<file path="config.mk">
export PLATFORM = sky130hd
export DESIGN_NAME = range_type_unit
export DESIGN_NICKNAME = d
export VERILOG_FILES = /design/src/verilog/range_type_pkg.sv /design/src/verilog/var_range_if.sv /design/src/verilog/var_range_match.sv /design/src/verilog/range_type_unit.sv
export VERILOG_INCLUDE_DIRS = /design/src /design/src/verilog
export SDC_FILE = /design/constraint.sdc
export NUM_CORES = 2
export LEC_CHECK = 0
export CAP_MARGIN = 10
export CORE_MARGIN = 3
export CORE_UTILIZATION = 35
export DETAILED_ROUTE_END_ITERATION = 8
export DONT_BUFFER_PORTS = 1
export PLACE_DENSITY_LB_ADDON = 0.05
export SETUP_SLACK_MARGIN = 0.2
export SLEW_MARGIN = 20
export SYNTH_ARGS = -nofsm -noshare
export SYNTH_HDL_FRONTEND = slang
export SYNTH_HIERARCHICAL = 1
export SYNTH_SLANG_ARGS = --single-unit
</file>
<file path="constraint.sdc">
create_clock -name clk -period 3.5 [get_ports clk]
set_input_delay 0.175 -clock clk [delete_from_list [all_inputs] [get_ports clk]]
set_output_delay 0.175 -clock clk [all_outputs]
set_load 0.01 [all_outputs]
</file>
<file path="src/verilog/range_type_map.svh">
`ifndef RANGE_TYPE_MAP_SVH
`define RANGE_TYPE_MAP_SVH

// ==========================================================
// Register indices seen by the configuration port.
`define RT_IDX_W 8
`define RT_IDX_DEFAULT 8'h00
`define RT_IDX_FIXED_FIRST 8'h01
`define RT_IDX_FIXED_LAST 8'h0B
`define RT_IDX_VAR_FIRST 8'h10
`define RT_IDX_VAR_LAST 8'h1F

// ==========================================================
// Counts and field positions.
`define RT_FIXED_REGS 11
`define RT_VAR_PAIRS 8
`define RT_ADDR_W 36
`define RT_TYPE_LO 0
`define RT_TYPE_HI 7
`define RT_FE_BIT 10
`define RT_EN_BIT 11
`define RT_VALID_BIT 11
`define RT_FIELD_LO 12
`define RT_FIELD_HI 35
`define RT_FIELD_W 24

// ==========================================================
// Reserved bit masks of the writable registers.
`define RT_DEFAULT_RSVD 64'hFFFF_FFFF_FFFF_F300
`define RT_BASE_RSVD 64'hFFFF_FFF0_0000_0F00
`define RT_MASK_RSVD 64'hFFFF_FFF0_0000_07FF

// ==========================================================
// Reset values.
`define RT_EN_RST 1'b0
`define RT_VALID_RST 1'b0
`define RT_DATA_RST 64'h0000_0000_0000_0000

`endif

</file>
<file path="src/verilog/range_type_pkg.sv">
`default_nettype none
`include "range_type_map.svh"

package range_type_pkg;

    // ======================================================
    // Memory type encodings.
    typedef enum logic [7:0] {
        uncached_type = 8'h00,
        write_combining_type = 8'h01,
        write_through_type = 8'h04,
        write_protected_type = 8'h05,
        write_back_type = 8'h06
    } mem_type_t;

    // ======================================================
    // One variable pair.
    typedef struct packed {
        logic [`RT_FIELD_W-1:0] base;
        logic [7:0] rtype;
        logic [`RT_FIELD_W-1:0] mask;
        logic valid;
    } var_pair_t;

    // ======================================================
    // Whole register state of the unit.
    typedef struct packed {
        logic [7:0] def_type;
        logic fixed_ranges_on;
        logic enable;
        logic [`RT_FIXED_REGS-1:0][63:0] fixed;
        var_pair_t [`RT_VAR_PAIRS-1:0] pairs;
        logic [63:0] rdata;
        logic rd_valid;
        logic fault;
    } state_t;

endpackage

`default_nettype wire

</file>
<file path="src/verilog/var_range_if.sv">
`timescale 1ns/100ps
`default_nettype none
`include "range_type_map.svh"

interface var_range_if;
    logic [`RT_FIELD_W-1:0] base;
    logic [`RT_FIELD_W-1:0] mask;
    logic valid;
    logic [`RT_ADDR_W-1:0] addr;
    logic hit;

    modport owner (output base, output mask, output valid, output addr, input hit);
    modport matcher (input base, input mask, input valid, input addr, output hit);
endinterface

`default_nettype wire

</file>
<file path="src/verilog/var_range_match.sv">
`timescale 1ns/100ps
`default_nettype none
`include "range_type_map.svh"

module var_range_match (
    var_range_if.matcher m
);
    import range_type_pkg::*;

    // ======================================================
    // Page number of the address against base, both under the mask.
    assign m.hit = m.valid &&
        ((m.addr[`RT_FIELD_HI:`RT_FIELD_LO] & m.mask) == (m.base & m.mask));
endmodule

`default_nettype wire

</file>
<file path="src/verilog/range_type_unit.sv">
`timescale 1ns/100ps
`default_nettype none
`include "range_type_map.svh"

// Overview of operation
// - Unmatched address returns the default type.
// - Default type accepts 0,1,4,5,6 only.
// - Fixed enable; fixed beats variable ranges.
// - Fixed off: variable pairs cover low region.
// - Global enable off: everything uncached.
// - Default register reserved bits fault if nonzero.
// - Eleven fixed registers, eight type bytes each.
// - First fixed register: eight 64K sub-ranges.
// - Two registers: sixteen 16K sub-ranges.
// - Eight registers: sixty-four 4K sub-ranges.
// - Lowest sub-range in lowest byte.
// - Eight base/mask pairs, numbered 0 to 7.
// - Base holds type and 24-bit aligned base.
// - Match when masked address equals masked base.
// - Valid flag enables a pair.
// - Reserved base/mask bit writes fault.
// - Uncached overlap with uncached/write-back gives uncached.
// - Mask gaps fall to the default type.
// - Access only through config register port.
// - Only the five encodings are legal.
// - Write-through with write-back gives write-through.
// - Reset clears valid flags and global enable.

module range_type_unit (
    // Clock and reset.
    input wire logic clk,
    input wire logic resetn,
    // Configuration register port.
    input wire logic cfg_rd,
    input wire logic cfg_wr,
    input wire logic [`RT_IDX_W-1:0] cfg_index,
    input wire logic [63:0] cfg_wdata,
    output logic [63:0] cfg_rdata,
    output logic cfg_rd_valid,
    output logic protection_fault,
    // Address lookup.
    input wire logic [`RT_ADDR_W-1:0] lookup_addr,
    output range_type_pkg::mem_type_t lookup_type
);
    import range_type_pkg::*;

    state_t s_r;
    state_t s_nxt;

    // ======================================================
    // Encoding check.
    function automatic logic legal_type(input logic [7:0] t);
        legal_type = (t == uncached_type) || (t == write_combining_type) ||
                     (t == write_through_type) || (t == write_protected_type) ||
                     (t == write_back_type);
    endfunction

    function automatic logic legal_fixed(input logic [63:0] d);
        logic ok;
        ok = 1'b1;
        for (int i = 0; i < 8; i++) begin
            ok = ok && legal_type(d[8*i +: 8]);
        end
        legal_fixed = ok;
    endfunction

    // ======================================================
    // Register decode. A faulting write changes nothing, so software
    // never sees a half applied value.
    logic idx_fixed;
    logic idx_var;
    logic [3:0] fixed_sel;
    logic [2:0] pair_sel;
    logic pair_is_mask;

    assign idx_fixed = (cfg_index >= `RT_IDX_FIXED_FIRST) && (cfg_index <= `RT_IDX_FIXED_LAST);
    assign idx_var = (cfg_index >= `RT_IDX_VAR_FIRST) && (cfg_index <= `RT_IDX_VAR_LAST);
    assign fixed_sel = 4'(cfg_index - `RT_IDX_FIXED_FIRST);
    assign pair_sel = cfg_index[3:1];
    assign pair_is_mask = cfg_index[0];

    always_comb begin
        s_nxt = s_r;
        s_nxt.rd_valid = 1'b0;
        s_nxt.fault = 1'b0;
        if (cfg_wr) begin
            if (cfg_index == `RT_IDX_DEFAULT) begin
                if (!legal_type(cfg_wdata[`RT_TYPE_HI:`RT_TYPE_LO]) ||
                    ((cfg_wdata & `RT_DEFAULT_RSVD) != 64'h0)) begin
                    s_nxt.fault = 1'b1;
                end else begin
                    s_nxt.def_type = cfg_wdata[`RT_TYPE_HI:`RT_TYPE_LO];
                    s_nxt.fixed_ranges_on = cfg_wdata[`RT_FE_BIT];
                    s_nxt.enable = cfg_wdata[`RT_EN_BIT];
                end
            end else if (idx_fixed) begin
                if (!legal_fixed(cfg_wdata)) begin
                    s_nxt.fault = 1'b1;
                end else begin
                    s_nxt.fixed[fixed_sel] = cfg_wdata;
                end
            end else if (idx_var && !pair_is_mask) begin
                if (!legal_type(cfg_wdata[`RT_TYPE_HI:`RT_TYPE_LO]) ||
                    ((cfg_wdata & `RT_BASE_RSVD) != 64'h0)) begin
                    s_nxt.fault = 1'b1;
                end else begin
                    s_nxt.pairs[pair_sel].base = cfg_wdata[`RT_FIELD_HI:`RT_FIELD_LO];
                    s_nxt.pairs[pair_sel].rtype = cfg_wdata[`RT_TYPE_HI:`RT_TYPE_LO];
                end
            end else if (idx_var) begin
                if ((cfg_wdata & `RT_MASK_RSVD) != 64'h0) begin
                    s_nxt.fault = 1'b1;
                end else begin
                    s_nxt.pairs[pair_sel].mask = cfg_wdata[`RT_FIELD_HI:`RT_FIELD_LO];
                    s_nxt.pairs[pair_sel].valid = cfg_wdata[`RT_VALID_BIT];
                end
            end else begin
                s_nxt.fault = 1'b1;
            end
        end else if (cfg_rd) begin
            s_nxt.rd_valid = 1'b1;
            s_nxt.rdata = `RT_DATA_RST;
            if (cfg_index == `RT_IDX_DEFAULT) begin
                s_nxt.rdata[`RT_TYPE_HI:`RT_TYPE_LO] = s_r.def_type;
                s_nxt.rdata[`RT_FE_BIT] = s_r.fixed_ranges_on;
                s_nxt.rdata[`RT_EN_BIT] = s_r.enable;
            end else if (idx_fixed) begin
                s_nxt.rdata = s_r.fixed[fixed_sel];
            end else if (idx_var && !pair_is_mask) begin
                s_nxt.rdata[`RT_FIELD_HI:`RT_FIELD_LO] = s_r.pairs[pair_sel].base;
                s_nxt.rdata[`RT_TYPE_HI:`RT_TYPE_LO] = s_r.pairs[pair_sel].rtype;
            end else if (idx_var) begin
                s_nxt.rdata[`RT_FIELD_HI:`RT_FIELD_LO] = s_r.pairs[pair_sel].mask;
                s_nxt.rdata[`RT_VALID_BIT] = s_r.pairs[pair_sel].valid;
            end else begin
                s_nxt.rd_valid = 1'b0;
                s_nxt.fault = 1'b1;
            end
        end
    end

    // Only the enable and the valid flags need a reset; the rest is
    // cleared too so simulation never carries unknowns into the lookup.
    always_ff @(posedge clk or negedge resetn) begin
        if (!resetn) begin
            s_r <= '0;
            s_r.enable <= `RT_EN_RST;
            for (int p = 0; p < `RT_VAR_PAIRS; p++) begin
                s_r.pairs[p].valid <= `RT_VALID_RST;
            end
        end else begin
            s_r <= s_nxt;
        end
    end

    assign cfg_rdata = s_r.rdata;
    assign cfg_rd_valid = s_r.rd_valid;
    assign protection_fault = s_r.fault;

    // ======================================================
    // Variable pair matchers.
    logic [`RT_VAR_PAIRS-1:0] var_hit;
    logic [`RT_VAR_PAIRS-1:0] pair_valid;

    for (genvar g = 0; g < `RT_VAR_PAIRS; g++) begin : g_pair
        var_range_if vif ();
        assign vif.base = s_r.pairs[g].base;
        assign vif.mask = s_r.pairs[g].mask;
        assign vif.valid = s_r.pairs[g].valid;
        assign vif.addr = lookup_addr;
        assign var_hit[g] = vif.hit;
        assign pair_valid[g] = s_r.pairs[g].valid;
        var_range_match u_match (
            .m(vif)
        );
    end

    // ======================================================
    // Fixed range select within the first megabyte.
    logic low_meg;
    logic [3:0] fix_reg;
    logic [2:0] fix_byte;
    logic [7:0] fix_type;

    assign low_meg = (lookup_addr[`RT_ADDR_W-1:20] == 16'h0);

    always_comb begin
        if (!lookup_addr[19]) begin
            fix_reg = 4'h0;
            fix_byte = lookup_addr[18:16];
        end else if (!lookup_addr[18]) begin
            fix_reg = {3'h0, lookup_addr[17]} + 4'h1;
            fix_byte = lookup_addr[16:14];
        end else begin
            fix_reg = {1'b0, lookup_addr[17:15]} + 4'h3;
            fix_byte = lookup_addr[14:12];
        end
        fix_type = s_r.fixed[fix_reg][8*fix_byte +: 8];
    end

    // ======================================================
    // Combine variable hits. Overlaps other than the two documented
    // pairings are undefined; there any uncached hit still wins, then
    // write-through with write-back, and otherwise the lowest pair hit wins.
    logic any_hit;
    logic any_uc;
    logic any_wt;
    logic any_wb;
    logic [7:0] first_type;
    logic use_fixed;

    always_comb begin
        any_hit = 1'b0;
        any_uc = 1'b0;
        any_wt = 1'b0;
        any_wb = 1'b0;
        first_type = uncached_type;
        for (int p = `RT_VAR_PAIRS - 1; p >= 0; p--) begin
            if (var_hit[p]) begin
                any_hit = 1'b1;
                first_type = s_r.pairs[p].rtype;
                any_uc = any_uc || (s_r.pairs[p].rtype == uncached_type);
                any_wt = any_wt || (s_r.pairs[p].rtype == write_through_type);
                any_wb = any_wb || (s_r.pairs[p].rtype == write_back_type);
            end
        end
    end

    assign use_fixed = s_r.fixed_ranges_on && low_meg;

    always_comb begin
        if (!s_r.enable) begin
            lookup_type = uncached_type;
        end else if (use_fixed) begin
            lookup_type = mem_type_t'(fix_type);
        end else if (any_uc) begin
            lookup_type = uncached_type;
        end else if (any_wt && any_wb) begin
            lookup_type = write_through_type;
        end else if (any_hit) begin
            lookup_type = mem_type_t'(first_type);
        end else begin
            lookup_type = mem_type_t'(s_r.def_type);
        end
    end

    // ======================================================
    // Checks.
    a_disabled_uncached: assert property (@(posedge clk) disable iff (!resetn)
        !s_r.enable |-> lookup_type == uncached_type)
        else $error("Disabled unit returned a cached type.");

    a_default_fallback: assert property (@(posedge clk) disable iff (!resetn)
        s_r.enable && !use_fixed && (var_hit == '0) |-> lookup_type == s_r.def_type)
        else $error("Unmatched address did not return the default type.");

    a_fixed_priority: assert property (@(posedge clk) disable iff (!resetn)
        s_r.enable && s_r.fixed_ranges_on && low_meg |-> lookup_type == fix_type)
        else $error("Fixed range type did not take priority.");

    a_uncached_overlap: assert property (@(posedge clk) disable iff (!resetn)
        s_r.enable && !use_fixed && any_uc |-> lookup_type == uncached_type)
        else $error("Uncached overlap did not resolve to uncached.");

    a_wt_over_wb: assert property (@(posedge clk) disable iff (!resetn)
        s_r.enable && !use_fixed && !any_uc && any_wt && any_wb
        |-> lookup_type == write_through_type)
        else $error("Write-through with write-back did not give write-through.");

    a_invalid_nohit: assert property (@(posedge clk) disable iff (!resetn)
        !s_r.pairs[0].valid |-> !var_hit[0])
        else $error("Disabled pair reported a match.");

    a_bad_default: assert property (@(posedge clk) disable iff (!resetn)
        cfg_wr && cfg_index == `RT_IDX_DEFAULT && !legal_type(cfg_wdata[7:0])
        |=> protection_fault && s_r.def_type == $past(s_r.def_type))
        else $error("Illegal default type was accepted.");

    a_default_rsvd: assert property (@(posedge clk) disable iff (!resetn)
        cfg_wr && cfg_index == `RT_IDX_DEFAULT && ((cfg_wdata & `RT_DEFAULT_RSVD) != 64'h0)
        |=> protection_fault ##1 (!protection_fault || $past(cfg_wr || cfg_rd)))
        else $error("Reserved default bits written without a fault.");

    a_var_rsvd: assert property (@(posedge clk) disable iff (!resetn)
        cfg_wr && idx_var && pair_is_mask && ((cfg_wdata & `RT_MASK_RSVD) != 64'h0)
        |=> protection_fault && s_r.pairs == $past(s_r.pairs))
        else $error("Reserved mask bits written without a fault.");

    a_read_answer: assert property (@(posedge clk) disable iff (!resetn)
        cfg_rd && !cfg_wr && cfg_index == `RT_IDX_DEFAULT
        |=> cfg_rd_valid && cfg_rdata[`RT_EN_BIT] == $past(s_r.enable))
        else $error("Default register read did not answer next cycle.");

    a_default_write: assert property (@(posedge clk) disable iff (!resetn)
        cfg_wr && cfg_index == `RT_IDX_DEFAULT && legal_type(cfg_wdata[`RT_TYPE_HI:`RT_TYPE_LO])
        && ((cfg_wdata & `RT_DEFAULT_RSVD) == 64'h0)
        |=> !protection_fault && s_r.def_type == $past(cfg_wdata[`RT_TYPE_HI:`RT_TYPE_LO])
        && s_r.fixed_ranges_on == $past(cfg_wdata[`RT_FE_BIT])
        && s_r.enable == $past(cfg_wdata[`RT_EN_BIT]))
        else $error("Legal default write was not applied.");

    a_fault_cause: assert property (@(posedge clk) disable iff (!resetn)
        protection_fault |-> $past(cfg_wr || cfg_rd))
        else $error("Fault raised without an access.");

    a_fault_pulse: assert property (@(posedge clk) disable iff (!resetn)
        protection_fault && !cfg_wr && !cfg_rd |=> !protection_fault)
        else $error("Fault stood longer than one cycle.");

    a_rd_valid_pulse: assert property (@(posedge clk) disable iff (!resetn)
        cfg_rd_valid |-> $past(cfg_rd && !cfg_wr))
        else $error("Read answer without a read request.");

    a_unmapped_fault: assert property (@(posedge clk) disable iff (!resetn)
        (cfg_wr || cfg_rd) && !idx_fixed && !idx_var && cfg_index != `RT_IDX_DEFAULT
        |=> protection_fault && !cfg_rd_valid)
        else $error("Unmapped index access did not fault.");

    a_fixed_bad: assert property (@(posedge clk) disable iff (!resetn)
        cfg_wr && idx_fixed && !legal_fixed(cfg_wdata)
        |=> protection_fault && s_r.fixed == $past(s_r.fixed))
        else $error("Illegal fixed range type was accepted.");

    a_fixed_write: assert property (@(posedge clk) disable iff (!resetn)
        cfg_wr && idx_fixed && legal_fixed(cfg_wdata) |=> !protection_fault)
        else $error("Legal fixed range write faulted.");

    a_read_fixed: assert property (@(posedge clk) disable iff (!resetn)
        cfg_rd && !cfg_wr && idx_fixed
        |=> cfg_rd_valid && cfg_rdata == $past(s_r.fixed[fixed_sel]))
        else $error("Fixed range read returned the wrong word.");

    a_base_bad: assert property (@(posedge clk) disable iff (!resetn)
        cfg_wr && idx_var && !pair_is_mask && ((cfg_wdata & `RT_BASE_RSVD) != 64'h0)
        |=> protection_fault && s_r.pairs == $past(s_r.pairs))
        else $error("Reserved base bits written without a fault.");

    a_invalid_all: assert property (@(posedge clk) disable iff (!resetn)
        (var_hit & ~pair_valid) == '0)
        else $error("A pair without its valid flag reported a match.");

    a_variable_low: assert property (@(posedge clk) disable iff (!resetn)
        s_r.enable && !s_r.fixed_ranges_on && low_meg && var_hit == 8'h08
        |-> lookup_type == s_r.pairs[3].rtype)
        else $error("Variable pair was not applied below one megabyte.");

    a_fixed_first: assert property (@(posedge clk) disable iff (!resetn)
        s_r.enable && s_r.fixed_ranges_on && lookup_addr[`RT_ADDR_W-1:16] == 20'h0
        |-> lookup_type == s_r.fixed[0][7:0])
        else $error("Lowest 64K sub-range did not use its byte.");

    a_fixed_mid: assert property (@(posedge clk) disable iff (!resetn)
        s_r.enable && s_r.fixed_ranges_on && lookup_addr[`RT_ADDR_W-1:14] == 22'h20
        |-> lookup_type == s_r.fixed[1][7:0])
        else $error("First 16K sub-range did not use its byte.");

    a_fixed_last: assert property (@(posedge clk) disable iff (!resetn)
        s_r.enable && s_r.fixed_ranges_on && lookup_addr[`RT_ADDR_W-1:12] == 24'hFF
        |-> lookup_type == s_r.fixed[10][63:56])
        else $error("Last 4K sub-range did not use its top byte.");
endmodule

`default_nettype wire

</file>
==> impl_metrics.tcl <==
set metrics [dict create \
    cp-start-kind "flop" \
    fin_hold_ws_ns 0.0752 \
    multiInputGateArea_sq_um 30700 \
    final_nets 6095 \
    rsz0062_at_grt "true" \
    irDropWorstVdd_mv 0.340 \
    syn_area_per_cell_sq_um 11.5 \
    fin_ws_ns -1.17 \
    nFillCells 17117 \
    violations "negative setup slack" \
    ys_seq_area_share_pct 48.3 \
    ant_nets 0 \
    cts_made_buffers 153 \
    routed_wl_um 267000 \
    crit_path_top_delay_cell "dfrtp_1" \
    syn2layout_area_growth_pct 21.1 \
    antenna_found_initial 15 \
    syn_nets 5674 \
    drv_slew 0 \
    cpMostUsedCell "buf_4" \
    cts_root_buffer "clkbuf_16" \
    wl_per_cell_um 31.5 \
    grt_overflow 0 \
    maxCapViolations 0 \
    final_common_cell "dfrtp_1" \
    cp.arrival_ns 4.49 \
    worst_r2r_path_depth 6 \
    gp_congestion 0.899 \
    final.period_utilization_pct 133 \
    die_x_um 434 \
    crit_buf_inv 7 \
    cts_tree "built" \
    worstSetupStartpoint "g_pair[5].vif.base[0]" \
    portBuffers 0 \
    grt_max_degree 210 \
    yosys.area.top_type "dfrtp_1" \
    skew_ns 0.0252 \
    synth-edff-count 0 \
    path_clk_slew_ns 0.06 \
    hpwlAfterDp_um 177000 \
    worst_slew_pin_slew_ns 1.16 \
    worstHoldStart "cfg_rd" \
    clockBufferDepth 3 \
    status "finished with violations" \
    p_per_area_nw_per_um2 431 \
    drc 0 \
    grt_pass1_vias 49342 \
    insertion_delay_ns 0.80 \
    io-pin-count 186 \
    rr_endpoint "cfg_rdata[22]" \
    slew_headroom_pct 22.3 \
    synth_async_sr_flop_share_pct 100 \
    timing.rr.start "s_r[992]" \
    postLayoutCellArea_sq_um 77600 \
    fp.coreArea_sq_um 181000 \
    vias 48547 \
    ys_top_cells_by_area "dfrtp_1 48%, mux2_2 6.8%, mux4_2 5.7%" \
    place_area_sq_um 71000 \
    critPathTopFamily "buffers and inverters" \
    regToRegSetupSlack_ns 0.84 \
    fin_crit_ns 4.67 \
    drtPass1Iterations 6 \
    die_area_sq_um 188000 \
    ys_seq_elements 1236 \
    final-seq-area_sq_um 30900 \
    worstHoldPathCells 2 \
    netlist_area_sq_um 64000 \
    critical_path_required_ns 3.32 \
    h-tree-depth 4 \
    crit_fanout 4 \
    cts_num_sinks 1236 \
    fp.dieH_um 434 \
    fmax_mhz 214 \
    ys_warn_count 6 \
    worstHoldEndpoint "cfg_rd_valid" \
    hold_viol 0 \
    initial_core_util_pct 35.3 \
    synthCells 5555 \
    track_usage_pct 28.1 \
    leakagePower_nw 36.6 \
    crit_chain "xor2_1 > a222oi_1 > buf_4 > nand4_1 > buf_4 > nor3_2 > buf_4 > nor4b_4 > buf_4 > nand3_1 > o211ai_1 > o2111ai_2 > o211ai_1 > buf_4 > nor3_2 > o21ai_4 > buf_6 > a21oi_4 > buf_6" \
    drive_gt1_share_pct 30.2 \
    max_stage_delay_ns 0.39 \
    via_per_inst 5.73 \
    drt_iter0_markers 4548 \
    hold_path_class "primary input to flop" \
    final_cell_mix "1,236 x dfrtp_1, 569 x buf_4, 539 x nand2_1" \
    grt_first_pass_wirelength_um 382000 \
    rows 156 \
    synthFlopType "dfrtp_1" \
    synth_cell_types 86 \
    critPathKind "flop to output port" \
    setup_viol 8 \
    synth_top_area_share_pct 48.3 \
    worstSetupEndpointType "output port" \
]
cell families after synthesis:
logic type,Yosys count,synth area share (%)
AND/OR/NAND/NOR,1644,13.5
flip-flops,1236,48.3
adder cells (fa/ha/maj),7,0.137
multiplexers,958,20.7
XOR/XNOR,196,2.68
AO/OA/AOI/OAI,982,10.2
buffers and inverters,532,4.54
flip-flops by register name, indices dropped and copies added (netlist names):
register / flops
cfg_rd_valid: 1
cfg_rdata: 64
g_pair.vif.base: 192
g_pair.vif.mask: 192
g_pair.vif.valid: 8
protection_fault: 1
s_r: 778
synthesized netlist by cell type (61+ instances only):
library cell,count
mux2_4,220
nand2_1,543
nor4_1,70
mux4_2,162
a31oi_1,78
and2_1,488
o22ai_1,211
dfrtp_1,1236
clkbuf_1,274
a21oi_1,183
o21ai_0,166
o221ai_1,61
xor2_1,194
mux2i_1,166
buf_4,67
nor2_1,201
nand3_1,128
mux2_2,388
per-stage QoR:
stage / power [W] / setup TNS, ns / util (%) / cells / worst slack, ns
final: 0.0335 / -8.87 / 42.8 / 8475 / -1.17
after global routing: 0.0345 / -10.46 / 42.8 / 8470 / -1.34
after CTS: 0.0338 / -20.53 / 42.6 / 8454 / -1.16
after detailed placement: 0.0169 / -10.39 / 39.2 / 8108 / -1.16
after global placement: 0.0169 / -31.87 / 39.2 / 8108 / -1.19
after floorplan: 0.0158 / 0 / - / 5555 / 0.201
what timing repair did:
| item | in CTS | in global routing |
|---|---|---|
| gates resized for setup | 61 | 23 |
| hold endpoints to repair | 1017 | 0 |
| hold buffers | 70 | 0 |
| gates cloned | 0 | 1 |
| pin swaps | 31 | 22 |
| endpoints found under the setup margin | 8 | 676 |
| setup buffers | 6 | 2 |
power by group:
part	internal, W	total, W	switching [W]
clock	0.00993	0.0165	0.00657
combinational	0.000793	0.00263	0.00183
sequential	0.0143	0.0143	0.0000267
layout make-up:
class / count / share of cell area [%]
Antenna cell: 14 / 0.0452
Clock buffer: 239 / 5.97
Clock inverter: 31 / 0.644
Inverter: 28 / 0.137
Multi-Input combinational cell: 3787 / 39.6
Sequential cell: 1236 / 39.9
Tap cell: 2370 / 3.82
Timing Repair Buffer: 770 / 9.96
per-layer routing:
metal | up-vias | GRT usage, % | routed length [um]
li1 | 21025 | - | -
met1 | 25681 | 41.2 | 125000
met2 | 1484 | 42.0 | 118000
met3 | 355 | 5.34 | 15900
met4 | 2 | 8.41 | 7860
met5 | - | 0 | 14
worst max path at each step:
stage                     end  slack [ns]  cells after the start
6_report       lookup_type[5]       -1.17                     19
5_1_grt        lookup_type[6]       -1.34                     20
4_1_cts        lookup_type[5]       -1.16                     20
3_5_place_dp   lookup_type[5]       -1.16                     18
3_3_place_gp   lookup_type[5]       -1.19                     17
2_1_floorplan   cfg_rdata[62]        0.20                     12
(Power assumes the default switching activity.)
